[config.mk]
export PLATFORM = sky130hd
export DESIGN_NAME = clock_select
export DESIGN_NICKNAME = d
export VERILOG_FILES = /design/src/design/clock_select_pkg.sv /design/src/design/clock_select.sv
export SDC_FILE = /design/constraint.sdc
export NUM_CORES = 1
export LEC_CHECK = 0
export ABC_CLOCK_PERIOD_IN_PS = 2320
export BUFFER_PORTS_ARGS = -buffer_cell sky130_fd_sc_hd__buf_4
export CORE_ASPECT_RATIO = 1.5
export CORE_MARGIN = 2
export CORE_UTILIZATION = 52
export CTS_CLUSTER_DIAMETER = 50
export DETAILED_ROUTE_END_ITERATION = 8
export GPL_ROUTABILITY_DRIVEN = 0
export PLACE_DENSITY = 0.79
export SLEW_MARGIN = 20
export SYNTH_ARGS = -nofsm -noshare
export SYNTH_HDL_FRONTEND = slang
export SYNTH_SLANG_ARGS = --single-unit
[constraint.sdc]
create_clock -name aclk -period 2.32 [get_ports aclk]
set_input_delay 0.116 -clock aclk [delete_from_list [all_inputs] [get_ports aclk]]
set_output_delay 0.116 -clock aclk [all_outputs]
set_load 0.02 [all_outputs]
[src/design/clock_select_pkg.sv]
/*
 * Shared constants and types of the oscillator select and clock divider block:
 * register offsets, field positions, reset values, source codes and carriers.
 * Assumes a 32-bit AXI4-Lite register bus with byte addresses.
 */
package clock_select_pkg;

	localparam logic [7:0] OFS_OSC_CTRL = 8'h00;
	localparam logic [7:0] OFS_CLK_DIV = 8'h04;
	localparam logic [7:0] OFS_PLL_FBD = 8'h08;
	localparam logic [7:0] OFS_UNLOCK = 8'h0C;

	localparam logic [15:0] UNLOCK_KEY_A = 16'h005A;
	localparam logic [15:0] UNLOCK_KEY_B = 16'h00A5;

	// oscillator control fields
	localparam int OSC_CUR_LSB = 12;
	localparam int OSC_NEW_LSB = 8;
	localparam int OSC_LOCK_BIT = 7;
	localparam int OSC_PLL_LOCKED_BIT = 5;
	localparam int OSC_FAIL_BIT = 3;
	localparam int OSC_SEC_EN_BIT = 1;
	localparam int OSC_SWITCH_BIT = 0;

	// clock divisor fields
	localparam int DIV_ROI_BIT = 15;
	localparam int DIV_DOZE_LSB = 12;
	localparam int DIV_REDUCTION_ENABLE_BIT = 11;
	localparam int DIV_RC_LSB = 8;
	localparam int DIV_POST_LSB = 6;
	localparam int DIV_PRE_LSB = 0;

	localparam logic [2:0] DOZE_RESET = 3'h3;
	localparam logic [2:0] RC_DIV_RESET = 3'h0;
	localparam logic [1:0] POST_RESET = 2'h1;
	localparam logic [1:0] POST_RESERVED = 2'h2;
	localparam logic [4:0] PRE_RESET = 5'h00;
	localparam logic [8:0] FBD_RESET = 9'h030;
	localparam logic [2:0] RC_DIV_MAX_CODE = 3'h7;
	localparam logic [8:0] RC_DIV_MAX_SHIFT = 9'h008;

	localparam logic [5:0] PRE_OFFSET = 6'h02;
	localparam logic [9:0] FBD_OFFSET = 10'h002;
	localparam logic [3:0] SWITCH_WAIT_TICKS = 4'hA;
	localparam logic [1:0] CORE_DIVIDE = 2'h2;

	typedef enum logic [2:0] {
		SRC_FAST_RC = 3'b000,
		SRC_FAST_RC_PLL = 3'b001,
		SRC_PRIMARY = 3'b010,
		SRC_PRIMARY_PLL = 3'b011,
		SRC_SECONDARY = 3'b100,
		SRC_LOW_POWER_RC = 3'b101,
		SRC_FAST_RC_DIV16 = 3'b110,
		SRC_FAST_RC_DIV_N = 3'b111
	} source_e;

	typedef enum logic [1:0] {
		PRIM_EXT_CLOCK = 2'b00,
		PRIM_CRYSTAL = 2'b01,
		PRIM_HS_CRYSTAL = 2'b10,
		PRIM_NONE = 2'b11
	} primary_e;

	typedef struct packed {
		logic [5:0] in_divide;
		logic [9:0] feedback_mult;
		logic [3:0] out_divide;
	} pll_cfg_s;

	typedef struct packed {
		logic [2:0] initial_source_cfg;
		logic [1:0] primary_submode_cfg;
		logic switch_disable_cfg;
		logic switch_monitor_cfg_low;
		logic osc_pin_function_cfg;
	} cfg_bits_s;

endpackage : clock_select_pkg

[src/design/clock_select.sv]
/*
 * Oscillator select and clock divider: control/divisor/feedback registers over
 * AXI4-Lite, clock switch sequencer, glitch-free core, peripheral and rc enables.
 * Assumes aclk is the oscillator output, oscillator status pins are asynchronous,
 * configuration bits are stable around power-on reset, aresetn is power-on reset.
 */
// Function
// - primary submode from 2-bit config: 10 hs crystal, 01 crystal, 00 external.
// - 3-bit source code maps eight sources, rc, pll, primary, secondary, low-power.
// - unprogrammed config 111 starts on fast rc with divide-by-n.
// - second oscillator pin function comes from its own config bit.
// - read-only bits 14-12 report the source in use.
// - writable bits 10-8 hold requested source, loaded at power-on from config.
// - lock bit 7 with monitor config 1 blocks clock and pll changes.
// - bit 5 reads 1 when pll locked and a pll source is in use, else 0.
// - bit 3 set by clock failure, software reads and clears only.
// - control register writes ignored unless preceded by unlock sequence.
// - registers reset only by power-on reset.
// - bit 1 enables the secondary oscillator.
// - writing bit 0 requests switch, hardware clears it when done.
// - recover-on-interrupt lets any interrupt clear doze enable.
// - doze field bits 14-12 divides processor clock by 2^value, default 8.
// - doze enable applies ratio, cleared forces ratio one.
// - rc postscaler bits 10-8 divides 1..64, code 111 divides 256.
// - pll output divider bits 7-6: 2, 4, 8; code 10 reserved.
// - pll input divider bits 4-0 is value plus two.
// - instruction and peripheral clock is oscillator divided by two.
// - pll output is input times feedback factor over pre and post factors.
// - switch to same source clears request and aborts.
// - after new source ready, wait 10 new clock cycles, then switch.
`timescale 1ns/1ps

module clock_select (
	input wire logic aclk,
	input wire logic aresetn,
	input wire logic [31:0] s_axi_awaddr,
	input wire logic s_axi_awvalid,
	output logic s_axi_awready,
	input wire logic [31:0] s_axi_wdata,
	input wire logic [3:0] s_axi_wstrb,
	input wire logic s_axi_wvalid,
	output logic s_axi_wready,
	output logic [1:0] s_axi_bresp,
	output logic s_axi_bvalid,
	input wire logic s_axi_bready,
	input wire logic [31:0] s_axi_araddr,
	input wire logic s_axi_arvalid,
	output logic s_axi_arready,
	output logic [31:0] s_axi_rdata,
	output logic [1:0] s_axi_rresp,
	output logic s_axi_rvalid,
	input wire logic s_axi_rready,
	input wire clock_select_pkg::cfg_bits_s cfg_bits,
	input wire logic [7:0] source_ready,
	input wire logic new_source_clk,
	input wire logic pll_locked_pin,
	input wire logic clock_fail_pin,
	input wire logic interrupt_event,
	output logic [2:0] current_source_sel,
	output clock_select_pkg::primary_e primary_mode,
	output logic osc_pin_is_io,
	output logic secondary_osc_enable,
	output logic pll_enable,
	output clock_select_pkg::pll_cfg_s pll_cfg,
	output logic cpu_clk_en,
	output logic periph_clk_en,
	output logic rc_div_clk_en
);

	typedef enum logic [1:0] {
		SW_IDLE = 2'b00,
		SW_WAIT_READY = 2'b01,
		SW_COUNT = 2'b10
	} switch_e;

	// oscillator control state
	logic [2:0] cur_src_q;
	logic [2:0] new_src_q;
	logic cfg_lock_q;
	logic fail_q;
	logic sec_en_q;
	logic switch_q;
	logic cfg_load_q;
	clock_select_pkg::cfg_bits_s cfg_q;
	// divisor state
	logic roi_q;
	logic [2:0] doze_q;
	logic reduction_enable_q;
	logic [2:0] rc_div_q;
	logic [1:0] post_q;
	logic [4:0] pre_q;
	logic [8:0] fbd_q;
	logic [1:0] unlock_q;

	// bus slave state
	logic aw_full_q;
	logic w_full_q;
	logic [7:0] waddr_q;
	logic [15:0] wdata_q;
	logic [1:0] wstrb_q;
	logic bvalid_q;
	logic [1:0] bresp_q;
	logic rvalid_q;
	logic [31:0] rdata_q;
	logic [1:0] rresp_q;

	// async pins: three flops, change taken when second and third agree
	logic [2:0] clk_sync_q;
	logic [2:0] lock_sync_q;
	logic [2:0] fail_sync_q;
	logic [7:0] rdy_sync1_q;
	logic [7:0] rdy_sync2_q;
	logic [7:0] rdy_sync3_q;
	logic clk_filt_q;
	logic lock_filt_q;
	logic fail_filt_q;
	logic [7:0] rdy_filt_q;

	switch_e sw_state_q;
	switch_e sw_state_d;
	logic [3:0] tick_cnt_q;

	always_ff @(posedge aclk) begin
		if (!aresetn) begin
			clk_sync_q <= '0;
			lock_sync_q <= '0;
			fail_sync_q <= '0;
			rdy_sync1_q <= '0;
			rdy_sync2_q <= '0;
			rdy_sync3_q <= '0;
		end else begin
			clk_sync_q <= {clk_sync_q[1:0], new_source_clk};
			lock_sync_q <= {lock_sync_q[1:0], pll_locked_pin};
			fail_sync_q <= {fail_sync_q[1:0], clock_fail_pin};
			rdy_sync1_q <= source_ready;
			rdy_sync2_q <= rdy_sync1_q;
			rdy_sync3_q <= rdy_sync2_q;
		end
	end

	wire clk_agree = clk_sync_q[1] == clk_sync_q[2];
	wire lock_agree = lock_sync_q[1] == lock_sync_q[2];
	wire fail_agree = fail_sync_q[1] == fail_sync_q[2];
	wire [7:0] rdy_agree = ~(rdy_sync2_q ^ rdy_sync3_q);

	always_ff @(posedge aclk) begin
		if (!aresetn) begin
			clk_filt_q <= 1'b0;
			lock_filt_q <= 1'b0;
			fail_filt_q <= 1'b0;
			rdy_filt_q <= '0;
		end else begin
			clk_filt_q <= clk_agree ? clk_sync_q[2] : clk_filt_q;
			lock_filt_q <= lock_agree ? lock_sync_q[2] : lock_filt_q;
			fail_filt_q <= fail_agree ? fail_sync_q[2] : fail_filt_q;
			rdy_filt_q <= (rdy_agree & rdy_sync3_q) | (~rdy_agree & rdy_filt_q);
		end
	end

	wire new_clk_rise = clk_agree && clk_sync_q[2] && !clk_filt_q;
	wire fail_rise = fail_agree && fail_sync_q[2] && !fail_filt_q;

	// AXI4-Lite write path: address and data taken in either order
	assign s_axi_awready = !aw_full_q && !bvalid_q;
	assign s_axi_wready = !w_full_q && !bvalid_q;
	assign s_axi_bvalid = bvalid_q;
	assign s_axi_bresp = bresp_q;
	assign s_axi_arready = !rvalid_q;
	assign s_axi_rvalid = rvalid_q;
	assign s_axi_rdata = rdata_q;
	assign s_axi_rresp = rresp_q;

	wire wr_go = aw_full_q && w_full_q && !bvalid_q;
	wire wr_osc = wr_go && waddr_q == clock_select_pkg::OFS_OSC_CTRL;
	wire wr_div = wr_go && waddr_q == clock_select_pkg::OFS_CLK_DIV;
	wire wr_fbd = wr_go && waddr_q == clock_select_pkg::OFS_PLL_FBD;
	wire wr_key = wr_go && waddr_q == clock_select_pkg::OFS_UNLOCK;
	wire wr_mapped = wr_osc || wr_div || wr_fbd || wr_key;
	wire unlocked = unlock_q[1];
	wire osc_hi_wr = wr_osc && unlocked && wstrb_q[1];
	wire osc_lo_wr = wr_osc && unlocked && wstrb_q[0];
	wire cfg_locked = cfg_lock_q && cfg_q.switch_monitor_cfg_low;
	wire switching_on = !cfg_q.switch_disable_cfg;

	always_ff @(posedge aclk) begin
		if (!aresetn) begin
			aw_full_q <= 1'b0;
			w_full_q <= 1'b0;
			waddr_q <= '0;
			wdata_q <= '0;
			wstrb_q <= '0;
			bvalid_q <= 1'b0;
			bresp_q <= 2'b00;
		end else begin
			if (s_axi_awvalid && s_axi_awready) begin
				aw_full_q <= 1'b1;
				waddr_q <= |s_axi_awaddr[31:8] ? 8'hFF : s_axi_awaddr[7:0] & 8'hFC;
			end
			if (s_axi_wvalid && s_axi_wready) begin
				w_full_q <= 1'b1;
				wdata_q <= s_axi_wdata[15:0];
				wstrb_q <= s_axi_wstrb[1:0];
			end
			if (wr_go) begin
				aw_full_q <= 1'b0;
				w_full_q <= 1'b0;
				bvalid_q <= 1'b1;
				// unmapped offsets answer with a decode error
				bresp_q <= wr_mapped ? 2'b00 : 2'b11;
			end else if (bvalid_q && s_axi_bready) begin
				bvalid_q <= 1'b0;
			end
		end
	end

	// register read images
	wire pll_src = cur_src_q == clock_select_pkg::SRC_PRIMARY_PLL
		|| cur_src_q == clock_select_pkg::SRC_FAST_RC_PLL;
	wire pll_locked_bit = pll_src && lock_filt_q;
	wire [15:0] osc_img = {1'b0, cur_src_q, 1'b0, new_src_q, cfg_lock_q, 1'b0,
		pll_locked_bit, 1'b0, fail_q, 1'b0, sec_en_q, switch_q};
	wire [15:0] div_img = {roi_q, doze_q, reduction_enable_q, rc_div_q, post_q, 1'b0, pre_q};
	wire [7:0] raddr = s_axi_araddr[7:0] & 8'hFC;
	wire rd_hit_hi = s_axi_araddr[31:8] == 24'h000000;
	wire rd_osc = rd_hit_hi && raddr == clock_select_pkg::OFS_OSC_CTRL;
	wire rd_div = rd_hit_hi && raddr == clock_select_pkg::OFS_CLK_DIV;
	wire rd_fbd = rd_hit_hi && raddr == clock_select_pkg::OFS_PLL_FBD;
	wire rd_key = rd_hit_hi && raddr == clock_select_pkg::OFS_UNLOCK;
	wire [15:0] rd_word = rd_osc ? osc_img : rd_div ? div_img : rd_fbd ? {7'h00, fbd_q} : 16'h0000;

	always_ff @(posedge aclk) begin
		if (!aresetn) begin
			rvalid_q <= 1'b0;
			rdata_q <= '0;
			rresp_q <= 2'b00;
		end else if (s_axi_arvalid && s_axi_arready) begin
			rvalid_q <= 1'b1;
			rdata_q <= {16'h0000, rd_word};
			rresp_q <= (rd_osc || rd_div || rd_fbd || rd_key) ? 2'b00 : 2'b11;
		end else if (rvalid_q && s_axi_rready) begin
			rvalid_q <= 1'b0;
		end
	end

	// unlock: key a then key b arms one control write; any other write disarms
	always_ff @(posedge aclk) begin
		if (!aresetn) begin
			unlock_q <= 2'b00;
		end else if (wr_key && wdata_q == clock_select_pkg::UNLOCK_KEY_A) begin
			unlock_q <= 2'b01;
		end else if (wr_key && wdata_q == clock_select_pkg::UNLOCK_KEY_B && unlock_q[0]) begin
			unlock_q <= 2'b10;
		end else if (wr_go) begin
			unlock_q <= 2'b00;
		end
	end

	// switch sequencer
	wire req_same = new_src_q == cur_src_q;
	wire new_is_pll = new_src_q == clock_select_pkg::SRC_PRIMARY_PLL
		|| new_src_q == clock_select_pkg::SRC_FAST_RC_PLL;
	wire new_ready = rdy_filt_q[new_src_q] && (!new_is_pll || lock_filt_q);
	wire sw_start = sw_state_q == SW_IDLE && switch_q && switching_on;
	wire sw_abort = sw_start && req_same;
	wire sw_done = sw_state_q == SW_COUNT && new_clk_rise
		&& tick_cnt_q == clock_select_pkg::SWITCH_WAIT_TICKS - 4'h1;

	always_comb begin
		sw_state_d = sw_state_q;
		case (sw_state_q)
			SW_IDLE: begin
				if (sw_start && !req_same) begin
					sw_state_d = SW_WAIT_READY;
				end
			end
			SW_WAIT_READY: begin
				if (new_ready) begin
					sw_state_d = SW_COUNT;
				end
			end
			SW_COUNT: begin
				if (sw_done) begin
					sw_state_d = SW_IDLE;
				end
			end
			default: begin
				sw_state_d = SW_IDLE;
			end
		endcase
	end

	always_ff @(posedge aclk) begin
		if (!aresetn) begin
			sw_state_q <= SW_IDLE;
			tick_cnt_q <= '0;
		end else begin
			sw_state_q <= sw_state_d;
			if (sw_state_q != SW_COUNT) begin
				tick_cnt_q <= '0;
			end else if (new_clk_rise) begin
				tick_cnt_q <= tick_cnt_q + 4'h1;
			end
		end
	end

	// control register; power-on reset only, config caught one edge after release
	always_ff @(posedge aclk) begin
		if (!aresetn) begin
			cfg_load_q <= 1'b1;
			cfg_q <= '0;
			cur_src_q <= clock_select_pkg::SRC_FAST_RC_DIV_N;
			new_src_q <= clock_select_pkg::SRC_FAST_RC_DIV_N;
			cfg_lock_q <= 1'b0;
			fail_q <= 1'b0;
			sec_en_q <= 1'b0;
			switch_q <= 1'b0;
		end else if (cfg_load_q) begin
			cfg_load_q <= 1'b0;
			cfg_q <= cfg_bits;
			cur_src_q <= cfg_bits.initial_source_cfg;
			new_src_q <= cfg_bits.initial_source_cfg;
		end else begin
			if (osc_hi_wr && !cfg_locked && sw_state_q == SW_IDLE) begin
				new_src_q <= wdata_q[clock_select_pkg::OSC_NEW_LSB +: 3];
			end
			if (osc_lo_wr) begin
				cfg_lock_q <= wdata_q[clock_select_pkg::OSC_LOCK_BIT];
				sec_en_q <= wdata_q[clock_select_pkg::OSC_SEC_EN_BIT];
			end
			// failure set wins over software and switch-start clears
			if (fail_rise) begin
				fail_q <= 1'b1;
			end else if ((osc_lo_wr && !wdata_q[clock_select_pkg::OSC_FAIL_BIT])
				|| (sw_start && !req_same)) begin
				fail_q <= 1'b0;
			end
			if (!switching_on || sw_abort || sw_done) begin
				switch_q <= 1'b0;
			end else if (osc_lo_wr && !cfg_locked && wdata_q[clock_select_pkg::OSC_SWITCH_BIT]) begin
				switch_q <= 1'b1;
			end
			if (sw_done) begin
				cur_src_q <= new_src_q;
			end
		end
	end

	// divisor and feedback registers
	wire div_hi_wr = wr_div && wstrb_q[1];
	wire div_lo_wr = wr_div && wstrb_q[0] && !cfg_locked;
	wire [1:0] post_wr = wdata_q[clock_select_pkg::DIV_POST_LSB +: 2];

	always_ff @(posedge aclk) begin
		if (!aresetn) begin
			roi_q <= 1'b0;
			doze_q <= clock_select_pkg::DOZE_RESET;
			reduction_enable_q <= 1'b0;
			rc_div_q <= clock_select_pkg::RC_DIV_RESET;
			post_q <= clock_select_pkg::POST_RESET;
			pre_q <= clock_select_pkg::PRE_RESET;
			fbd_q <= clock_select_pkg::FBD_RESET;
		end else begin
			if (div_hi_wr) begin
				roi_q <= wdata_q[clock_select_pkg::DIV_ROI_BIT];
				doze_q <= wdata_q[clock_select_pkg::DIV_DOZE_LSB +: 3];
				rc_div_q <= wdata_q[clock_select_pkg::DIV_RC_LSB +: 3];
			end
			// interrupt recovery beats a concurrent software set
			if (roi_q && interrupt_event) begin
				reduction_enable_q <= 1'b0;
			end else if (div_hi_wr) begin
				reduction_enable_q <= wdata_q[clock_select_pkg::DIV_REDUCTION_ENABLE_BIT];
			end
			if (div_lo_wr) begin
				pre_q <= wdata_q[clock_select_pkg::DIV_PRE_LSB +: 5];
				if (post_wr != clock_select_pkg::POST_RESERVED) begin
					post_q <= post_wr;
				end
			end
			if (wr_fbd && !cfg_locked && wstrb_q != 2'b00) begin
				fbd_q <= {wstrb_q[1] ? wdata_q[8] : fbd_q[8], wstrb_q[0] ? wdata_q[7:0] : fbd_q[7:0]};
			end
		end
	end

	// pll factors: fout = fin * m / (n1 * n2)
	assign pll_cfg.in_divide = {1'b0, pre_q} + clock_select_pkg::PRE_OFFSET;
	assign pll_cfg.feedback_mult = {1'b0, fbd_q} + clock_select_pkg::FBD_OFFSET;
	assign pll_cfg.out_divide = post_q == 2'h3 ? 4'h8 : 4'h2 << post_q;
	assign pll_enable = pll_src || (sw_state_q != SW_IDLE && new_is_pll);
	assign current_source_sel = cur_src_q;
	assign primary_mode = cfg_load_q ? clock_select_pkg::PRIM_NONE
		: clock_select_pkg::primary_e'(cfg_q.primary_submode_cfg);
	assign osc_pin_is_io = cfg_q.osc_pin_function_cfg;
	assign secondary_osc_enable = sec_en_q;

	// core enable every second oscillator cycle
	logic core_cnt_q;
	logic [6:0] doze_cnt_q;
	logic [6:0] doze_top_q;
	logic [7:0] rc_cnt_q;
	logic [7:0] rc_top_q;
	wire core_tick = core_cnt_q == 1'(clock_select_pkg::CORE_DIVIDE - 2'h1);
	wire [6:0] doze_top_d = reduction_enable_q ? 7'((8'h01 << doze_q) - 8'h01) : 7'h00;
	wire [8:0] rc_shift = rc_div_q == clock_select_pkg::RC_DIV_MAX_CODE
		? clock_select_pkg::RC_DIV_MAX_SHIFT : {6'h00, rc_div_q};
	wire [7:0] rc_top_d = 8'((9'h001 << rc_shift) - 9'h001);
	wire doze_wrap = doze_cnt_q >= doze_top_q;
	wire rc_wrap = rc_cnt_q >= rc_top_q;

	// new ratios only take effect at a period boundary
	always_ff @(posedge aclk) begin
		if (!aresetn) begin
			core_cnt_q <= 1'b0;
			doze_cnt_q <= '0;
			doze_top_q <= '0;
			rc_cnt_q <= '0;
			rc_top_q <= '0;
			cpu_clk_en <= 1'b0;
			periph_clk_en <= 1'b0;
			rc_div_clk_en <= 1'b0;
		end else begin
			core_cnt_q <= core_tick ? 1'b0 : core_cnt_q + 1'b1;
			periph_clk_en <= core_tick;
			cpu_clk_en <= core_tick && doze_wrap;
			if (core_tick) begin
				doze_cnt_q <= doze_wrap ? 7'h00 : doze_cnt_q + 7'h01;
				if (doze_wrap) begin
					doze_top_q <= doze_top_d;
				end
			end
			rc_cnt_q <= rc_wrap ? 8'h00 : rc_cnt_q + 8'h01;
			rc_div_clk_en <= rc_wrap;
			if (rc_wrap) begin
				rc_top_q <= rc_top_d;
			end
		end
	end

endmodule : clock_select

==> parameters.txt, run 1 <==
Parameter                              Value

Logic synthesis
  Cell types with the largest area share after synthesis ... dfxtp_1 47%, nand2_1 5.7%, mux2i_1 4.1%, ha_1 3.9%, o21ai_0 3.6%
  Prevailing post-synth register cell ... dfxtp_1
  Post-synth EDFFs ... 0
  Area fraction of the dominant cell type after synthesis ... 47.3%
  Synth warnings ... 0
  Mux cell area share after synthesis ... 4.41%
  Library cells used by synthesis ... 56
  Simple logic cell fraction of the synthesized area ... 22.8%
  Compound-Gate Fraction of Synth Area ... 12.0%
  Netlist area before placement ... 7310 um2
  Avg Synthesized Cell Area ... 8.83 um2
  Post-synthesis sequential element count ... 173
  Largest area contributor in the netlist ... dfxtp_1
  Post-Synth XOR/XNOR Area ... 2.99%
  Post-Synth Adder-Cell Area ... 3.93%
  Register area share after synthesis ... 47.3%
  Post-synthesis cell count ... just over 800
  Fraction of registers with async set or reset after synthesis ... 0%
  Dominant combinational cell family by area after synthesis ... simple AND/OR/NAND/NOR gates

Detailed routing
  Post-DR wirelength/cell ... between 10 and 15 um
  Via Count ... roughly 6.4k
  Antenna viol nets, final ... 0
  Count of TritonRoute iterations in the first routing pass ... 5
  Final WL ... roughly 17,000 um
  Iteration-0 DRC Markers ... 334
  Vias per cell ... 5.37
  Total DRC errors in the routed layout ... 0

Worst setup path
  Worst setup startpoint ... rc_cnt_q[0]
  Max Fanout on Critical Path ... 16
  Number of cells traversed by the worst register-to-register path ... 8
  Reg2reg end ... rc_top_q[6]
  Worst path cell trace ... inv_1 > ha_1 > nand2b_1 > a2111oi_0 > o41ai_2 > buf_4 > nor2b_1 > o21bai_1
  R2R Path Start ... rc_cnt_q[0]
  Data required time of the critical path ... around 2.6 ns
  Flop-to-flop setup slack ... 0.17 ns
  Type of the worst setup path ... register to register
  Critical Path Start Type ... register
  Critical path's largest stage delay ... 0.54 ns
  CP endpoint kind ... register
  Data arrival time of the critical path ... 2.46 ns
  Critical Path Slowest Stage Cell ... a2111oi_0

Final layout
  Total number of nets in the final design ... 1,168
  Filler Cell Count ... 1,078
  Most frequent standard cell in the layout excluding fill and tap cells ... dfxtp_1
  Share of the core filled with cells in the final layout ... between 60% and 70%
  Fraction of final layout cells with drive strength greater than 1 ... 20.7%
  Layout Cell Area excl Fill ... 9590 um2
  Ant. Diodes ... 0
  Most used cells in the layout excluding fill and tap cells ... 173 x dfxtp_1, 171 x buf_4, 112 x nand2_1
  Area overhead of the layout relative to synthesis ... 31.1%
  Post-Layout Cell Count ... about 1.2k

Floorplanning
  I/O pin count ... approximately 200
  Total number of placement rows ... 53
  Height of the die ... between 100 and 150 um
  Die X ... 101 um
  Area of the core ... ~14,000 um2
  Area of the die ... 15,100 um2
  Starting utilization of the core area ... 52.8%

GRT
  Largest net degree at the start of global routing ... 61
  Wire length of the first global-routing pass ... 28,300 um
  Overall routing resource usage ... 23.6%
  Initial antenna violation count ... 0
  Via count of the first global-routing pass ... 6,329
  Total grt overflow ... 0

Clock tree
  Clock-pin slew of the registers on the worst-case setup and hold paths ... roughly 0.07 ns
  Hold-fix buffers, CTS ... 47
  Clock Latency Late Sink ... around 0.43 ns
  Cts repair resizes ... 0
  Number of clock sinks seen by CTS ... 173
  Setup Fix Bufs, Post-CTS ... 0
  Clock tree from TritonCTS ... done
  CTS Root Cell ... clkbuf_16
  CTS H-tree lvls ... 4
  Clock buffer count from CTS ... 17
  Clock Path Buffers ... 2

Power and ir drop
  Power density over cell area ... 697 nW/um2
  Final total power ... 6690 uW
  Standby leakage power ... 0.00400 uW
  Largest voltage drop on the vdd net ... 0.482 mV

STA
  Final setup violating endpoints ... 0
  Number of pins with negative max-slew slack in the final report ... 0
  Worst-margin pin slew ... just under 1 ns
  Number of endpoints with negative hold slack in the final report ... 0
  Slew headroom ... 34.0%
  Minimum period implied by the final worst setup slack ... 2.15 ns
  Accumulated negative setup slack ... 0 ns
  Max Clock Freq ... 465 MHz
  Final setup skew ... ~0.0094 ns
  Setup repair after global routing missed its margin ... no
  Part of the cycle the worst path needs ... between 90% and 100%

Placement
  Input/output buffers ... 159
  Number of placed instances with taps included ... 1,117
  Detailed placer's ending HPWL ... around 12,000 um
  Post-detailed-placement cell area ... roughly 8500 um2

Min path
  Hold path endpoint ... current_source_sel[0]
  Source of the worst hold timing path ... cfg_bits[5]
  Hold path depth ... 3
  Class of the most critical hold timing path ... input pin to register

Status
  Result of the run ... finished clean

Flow run
  Max capacitance violation total ... 0
==> cells by family (layout without fill, tap and decap cells) <==
kind of cell             count (synthesis)  after routing
AND/OR/NAND/NOR                        340            340
flip-flops                             173            173
AO/OA/AOI/OAI                          144            144
buffers and inverters                   91            278
multiplexers                            31             31
XOR/XNOR                                25             25
adder cells (fa/ha/maj)                 23             23
other                                    1             17
==> cell usage after synthesis (all sizes together) (14+ instances only) <==
| library cell | count |
|---|---|
| dfxtp | 173 |
| nand2 | 112 |
| nor2 | 65 |
| o21ai | 53 |
| a21oi | 43 |
| and2 | 39 |
| nand3 | 34 |
| buf | 33 |
| clkbuf | 30 |
| mux2i | 30 |
| inv | 27 |
| ha | 23 |
| nor4 | 18 |
| nor3 | 17 |
| nor2b | 15 |
| xor2 | 15 |
| nand4 | 14 |
==> cell type report <==
type	count	area, um2	area share (%)
sequential	173	3460	36.1
multi-input combinational	580	3440	35.9
timing repair buffer	218	1750	18.3
clock buffer	19	443	4.62
tap	165	206	2.15
clock inverter	13	176	1.84
inverter	28	105	1.10
==> report_power, final <==
group	total (uW)	leakage [uW]	internal [uW]	switching [uW]
Combinational	591	0.00229	298	293
Clock	2950	0.000305	1750	1200
Sequential	3140	0.00141	3060	82.3
Total	6690	0.00400	5110	1580
==> how the worst max path moves through the flow <==
stage	endpoint	cells after the start	slack, ns
floorplan	doze_top_q[6]	6	0.28
global placement	rc_top_q[7]	8	0.26
detailed placement	rc_top_q[6]	8	0.24
CTS	rc_top_q[6]	8	0.21
global route	rc_top_q[7]	8	0.05
finish	rc_top_q[6]	8	0.17
==> stage by stage <==
step	hold WS (ns)	setup WS (ns)
global placement	0.299	0.258
detailed placement	0.303	0.238
floorplan	0.215	0.279
finish	0.0202	0.169
CTS	0.0120	0.215
global route	0.0598	0.0455
==> state kept, by name (all words and copies together) (netlist names), 4 cells and up, named ones only <==
name / cells
doze_top_q: 7
rc_top_q: 8
pre_q: 5
s_axi_rdata: 16
rdy_sync3_q: 8
doze_cnt_q: 7
rdy_sync1_q: 8
tick_cnt_q: 4
rdy_sync2_q: 8
rc_cnt_q: 8
cfg_q: 4
fbd_q: 9
wdata_q: 16
waddr_q: 7
==> worst max-delay path: cells and delay by family (launching register included) <==
kind / cells / cell delay (ns)
adders and majority gates: 1 / 0.28
DFF: 1 / 0.37
and+or+nand+nor: 2 / 0.28
AOI/OAI and AO/OA: 3 / 0.83
buffers and inverters: 2 / 0.27
==> metal layers <==
layer  GRT usage (%)  share of wire, %  vias to the layer above
li1                -                 -                     3200
met1            25.4                39                     2962
met2            43.6                53                      231
met3            5.44               6.0                       34
met4            9.45               2.5                        0
met5               0                 0                        -
(Power assumes the default switching activity.)
==> inputs of run 2 (changes only) <==
--- a/config.mk
+++ b/config.mk
@@ -5,7 +5,7 @@
 export SDC_FILE = /design/constraint.sdc
 export NUM_CORES = 1
 export LEC_CHECK = 0
-export ABC_CLOCK_PERIOD_IN_PS = 2320
+export ABC_CLOCK_PERIOD_IN_PS = 2400
 export BUFFER_PORTS_ARGS = -buffer_cell sky130_fd_sc_hd__buf_4
 export CORE_ASPECT_RATIO = 1.5
 export CORE_MARGIN = 2
==> constraint.sdc (replaced) <==
create_clock -name aclk -period 2.4 [get_ports aclk]
set_input_delay 0.12 -clock aclk [delete_from_list [all_inputs] [get_ports aclk]]
set_output_delay 0.12 -clock aclk [all_outputs]
set_load 0.02 [all_outputs]
==> run 2 against run 1 <==
Effect of this change: routed wire length rose by 0.58%; clock power is essentially flat; register-to-register slack improved by 0.04 ns; global-route usage shrank 0.21 points; critical path depth shrank 1.
==> parameters.txt, run 2 (synthesized netlist as in run 1, its figures left out) <==
Parameter                              Value

STA
  Accumulated negative setup slack ... 0 ns
  Setup repair after global routing missed its margin ... no
  Final setup violating endpoints ... 0
  Minimum period implied by the final worst setup slack ... 2.20 ns
  Part of the cycle the worst path needs ... roughly 90%
  Worst-margin pin slew ... 0.662 ns
  Final setup skew ... 0.00709 ns
  Slew headroom ... 55.9%
  Final WS setup ... 0.204 ns
  Number of endpoints with negative hold slack in the final report ... 0
  Number of pins with negative max-slew slack in the final report ... 0
  Max Clock Freq ... 455 MHz

Worst setup path
  R2R Path Start ... rc_cnt_q[0]
  Flop-to-flop setup slack ... a little over 0.2 ns
  Reg2reg end ... rc_cnt_q[4]
  Data arrival time of the critical path ... 2.55 ns
  Critical Path Start Type ... register
  CP endpoint kind ... register
  Type of the worst setup path ... register to register
  Data required time of the critical path ... 2.75 ns
  Max Fanout on Critical Path ... 10
  Number of cells traversed by the worst register-to-register path ... 7

Status
  Result of the run ... finished clean

Detailed routing
  Count of TritonRoute iterations in the first routing pass ... 7
  Total DRC errors in the routed layout ... 0
  Antenna viol nets, final ... 0
  Via Count ... ~6.4k
  Vias per cell ... 5.39
  Iteration-0 DRC Markers ... 275
  Post-DR wirelength/cell ... 14.7 um
  Final WL ... 17,600 um

Min path
  Hold path endpoint ... periph_clk_en
  Source of the worst hold timing path ... aresetn
  Hold path depth ... 3
  Class of the most critical hold timing path ... input pin to register

GRT
  Total grt overflow ... 0
  Overall routing resource usage ... 23.4%
  Largest net degree at the start of global routing ... 66
  Initial antenna violation count ... 0
  Via count of the first global-routing pass ... 6,114
  Wire length of the first global-routing pass ... 27,900 um

Final layout
  Most used cells in the layout excluding fill and tap cells ... 173 x dfxtp_1, 170 x buf_4, 112 x nand2_1
  Ant. Diodes ... 0
  Fraction of final layout cells with drive strength greater than 1 ... roughly a fifth
  Total number of nets in the final design ... 1,165
  Filler Cell Count ... about 1.0k
  Most frequent standard cell in the layout excluding fill and tap cells ... dfxtp_1
  Share of the core filled with cells in the final layout ... between 60% and 70%
  Area overhead of the layout relative to synthesis ... 31.4%
  Layout Cell Area excl Fill ... 9610 um2

Clock tree
  Clock buffer count from CTS ... 17
  Setup Fix Bufs, Post-CTS ... 0
  Clock Path Buffers ... 2
  Clock tree from TritonCTS ... done
  Number of clock sinks seen by CTS ... approximately 170
  Clock-pin slew of the registers on the worst-case setup and hold paths ... 0.06 ns
  CTS H-tree lvls ... 4
  CTS Root Cell ... clkbuf_16
  Clock Latency Late Sink ... approximately 0.42 ns

Floorplanning
  Starting utilization of the core area ... 52.8%
  I/O pin count ... a little under 200
  Height of the die ... 149 um
  Total number of placement rows ... 53
  Area of the die ... 15,100 um2
  Die X ... between 100 and 150 um
  Area of the core ... 13,900 um2

Placement
  Post-detailed-placement cell area ... 8510 um2
  Post-placement worst setup slack ... 0.0685 ns
  Detailed placer's ending HPWL ... 12,000 um
  Input/output buffers ... about 160

Power and ir drop
  Power density over cell area ... 683 nW/um2
  Standby leakage power ... ~0.004 uW
  Largest voltage drop on the vdd net ... roughly 0.45 mV

Flow run
  Max capacitance violation total ... 0
run 2: power breakdown:
part | leakage [uW] | internal (uW) | switching, uW | total (uW)
sequential | 0.00141 | 2960 | 81.9 | 3040
clock | 0.000306 | 1790 | 1170 | 2960
combinational | 0.00229 | 291 | 283 | 574
run 2: worst max-delay path: stages, from the launching register on:
cell,delay [ns]
dfxtp_1,0.38
inv_1,0.06
ha_1,0.27
nand2b_1,0.17
a2111oi_2,0.50
o41ai_4,0.20
or2_2,0.39
nor2_1,0.15
run 2: how the worst max path moves through the flow:
| stage | to | slack [ns] | cells after the start | from |
|---|---|---|---|---|
| after floorplan | doze_top_q[6] | 0.36 | 6 | doze_cnt_q[2] |
| after global placement | rc_top_q[7] | 0.22 | 8 | rc_cnt_q[0] |
| after detailed placement | rc_cnt_q[4] | 0.07 | 7 | rc_cnt_q[0] |
| after CTS | rc_cnt_q[4] | 0.04 | 7 | rc_cnt_q[0] |
| after global routing | rc_cnt_q[4] | 0.09 | 7 | rc_cnt_q[0] |
| final | rc_cnt_q[4] | 0.20 | 7 | rc_cnt_q[0] |
run 2: timing repair:
item,in CTS,in global routing
gates resized for setup,0,3
endpoints found under the hold margin,43,0
endpoints found under the setup margin,0,11
hold buffers,44,0
run 2: per-layer routing:
layer	GRT usage [%]	wire length (um)
met4	9.18	503
met3	5.06	963
met5	0	0
met2	42.6	9130
met1	26.0	6960
run 2: per-stage QoR:
step	hold WS, ns	total power, uW	cells
after detailed placement	0.312	3610	1117
after global routing	0.0245	6800	1193
after CTS	0.0141	6600	1193
after global placement	0.304	3590	1117
final	0.0275	6570	1193
after floorplan	0.219	3390	844
run 2: final cells by class:
cell class / count / area, um2 / share of cell area, %
inverters: 28 / 105 / 1.09
multi-input cells: 580 / 3460 / 36.0
flip-flops and latches: 173 / 3460 / 36.0
well taps: 165 / 206 / 2.15
clock inverters: 14 / 206 / 2.15
clock buffers: 18 / 439 / 4.57
repair buffers: 215 / 1740 / 18.1
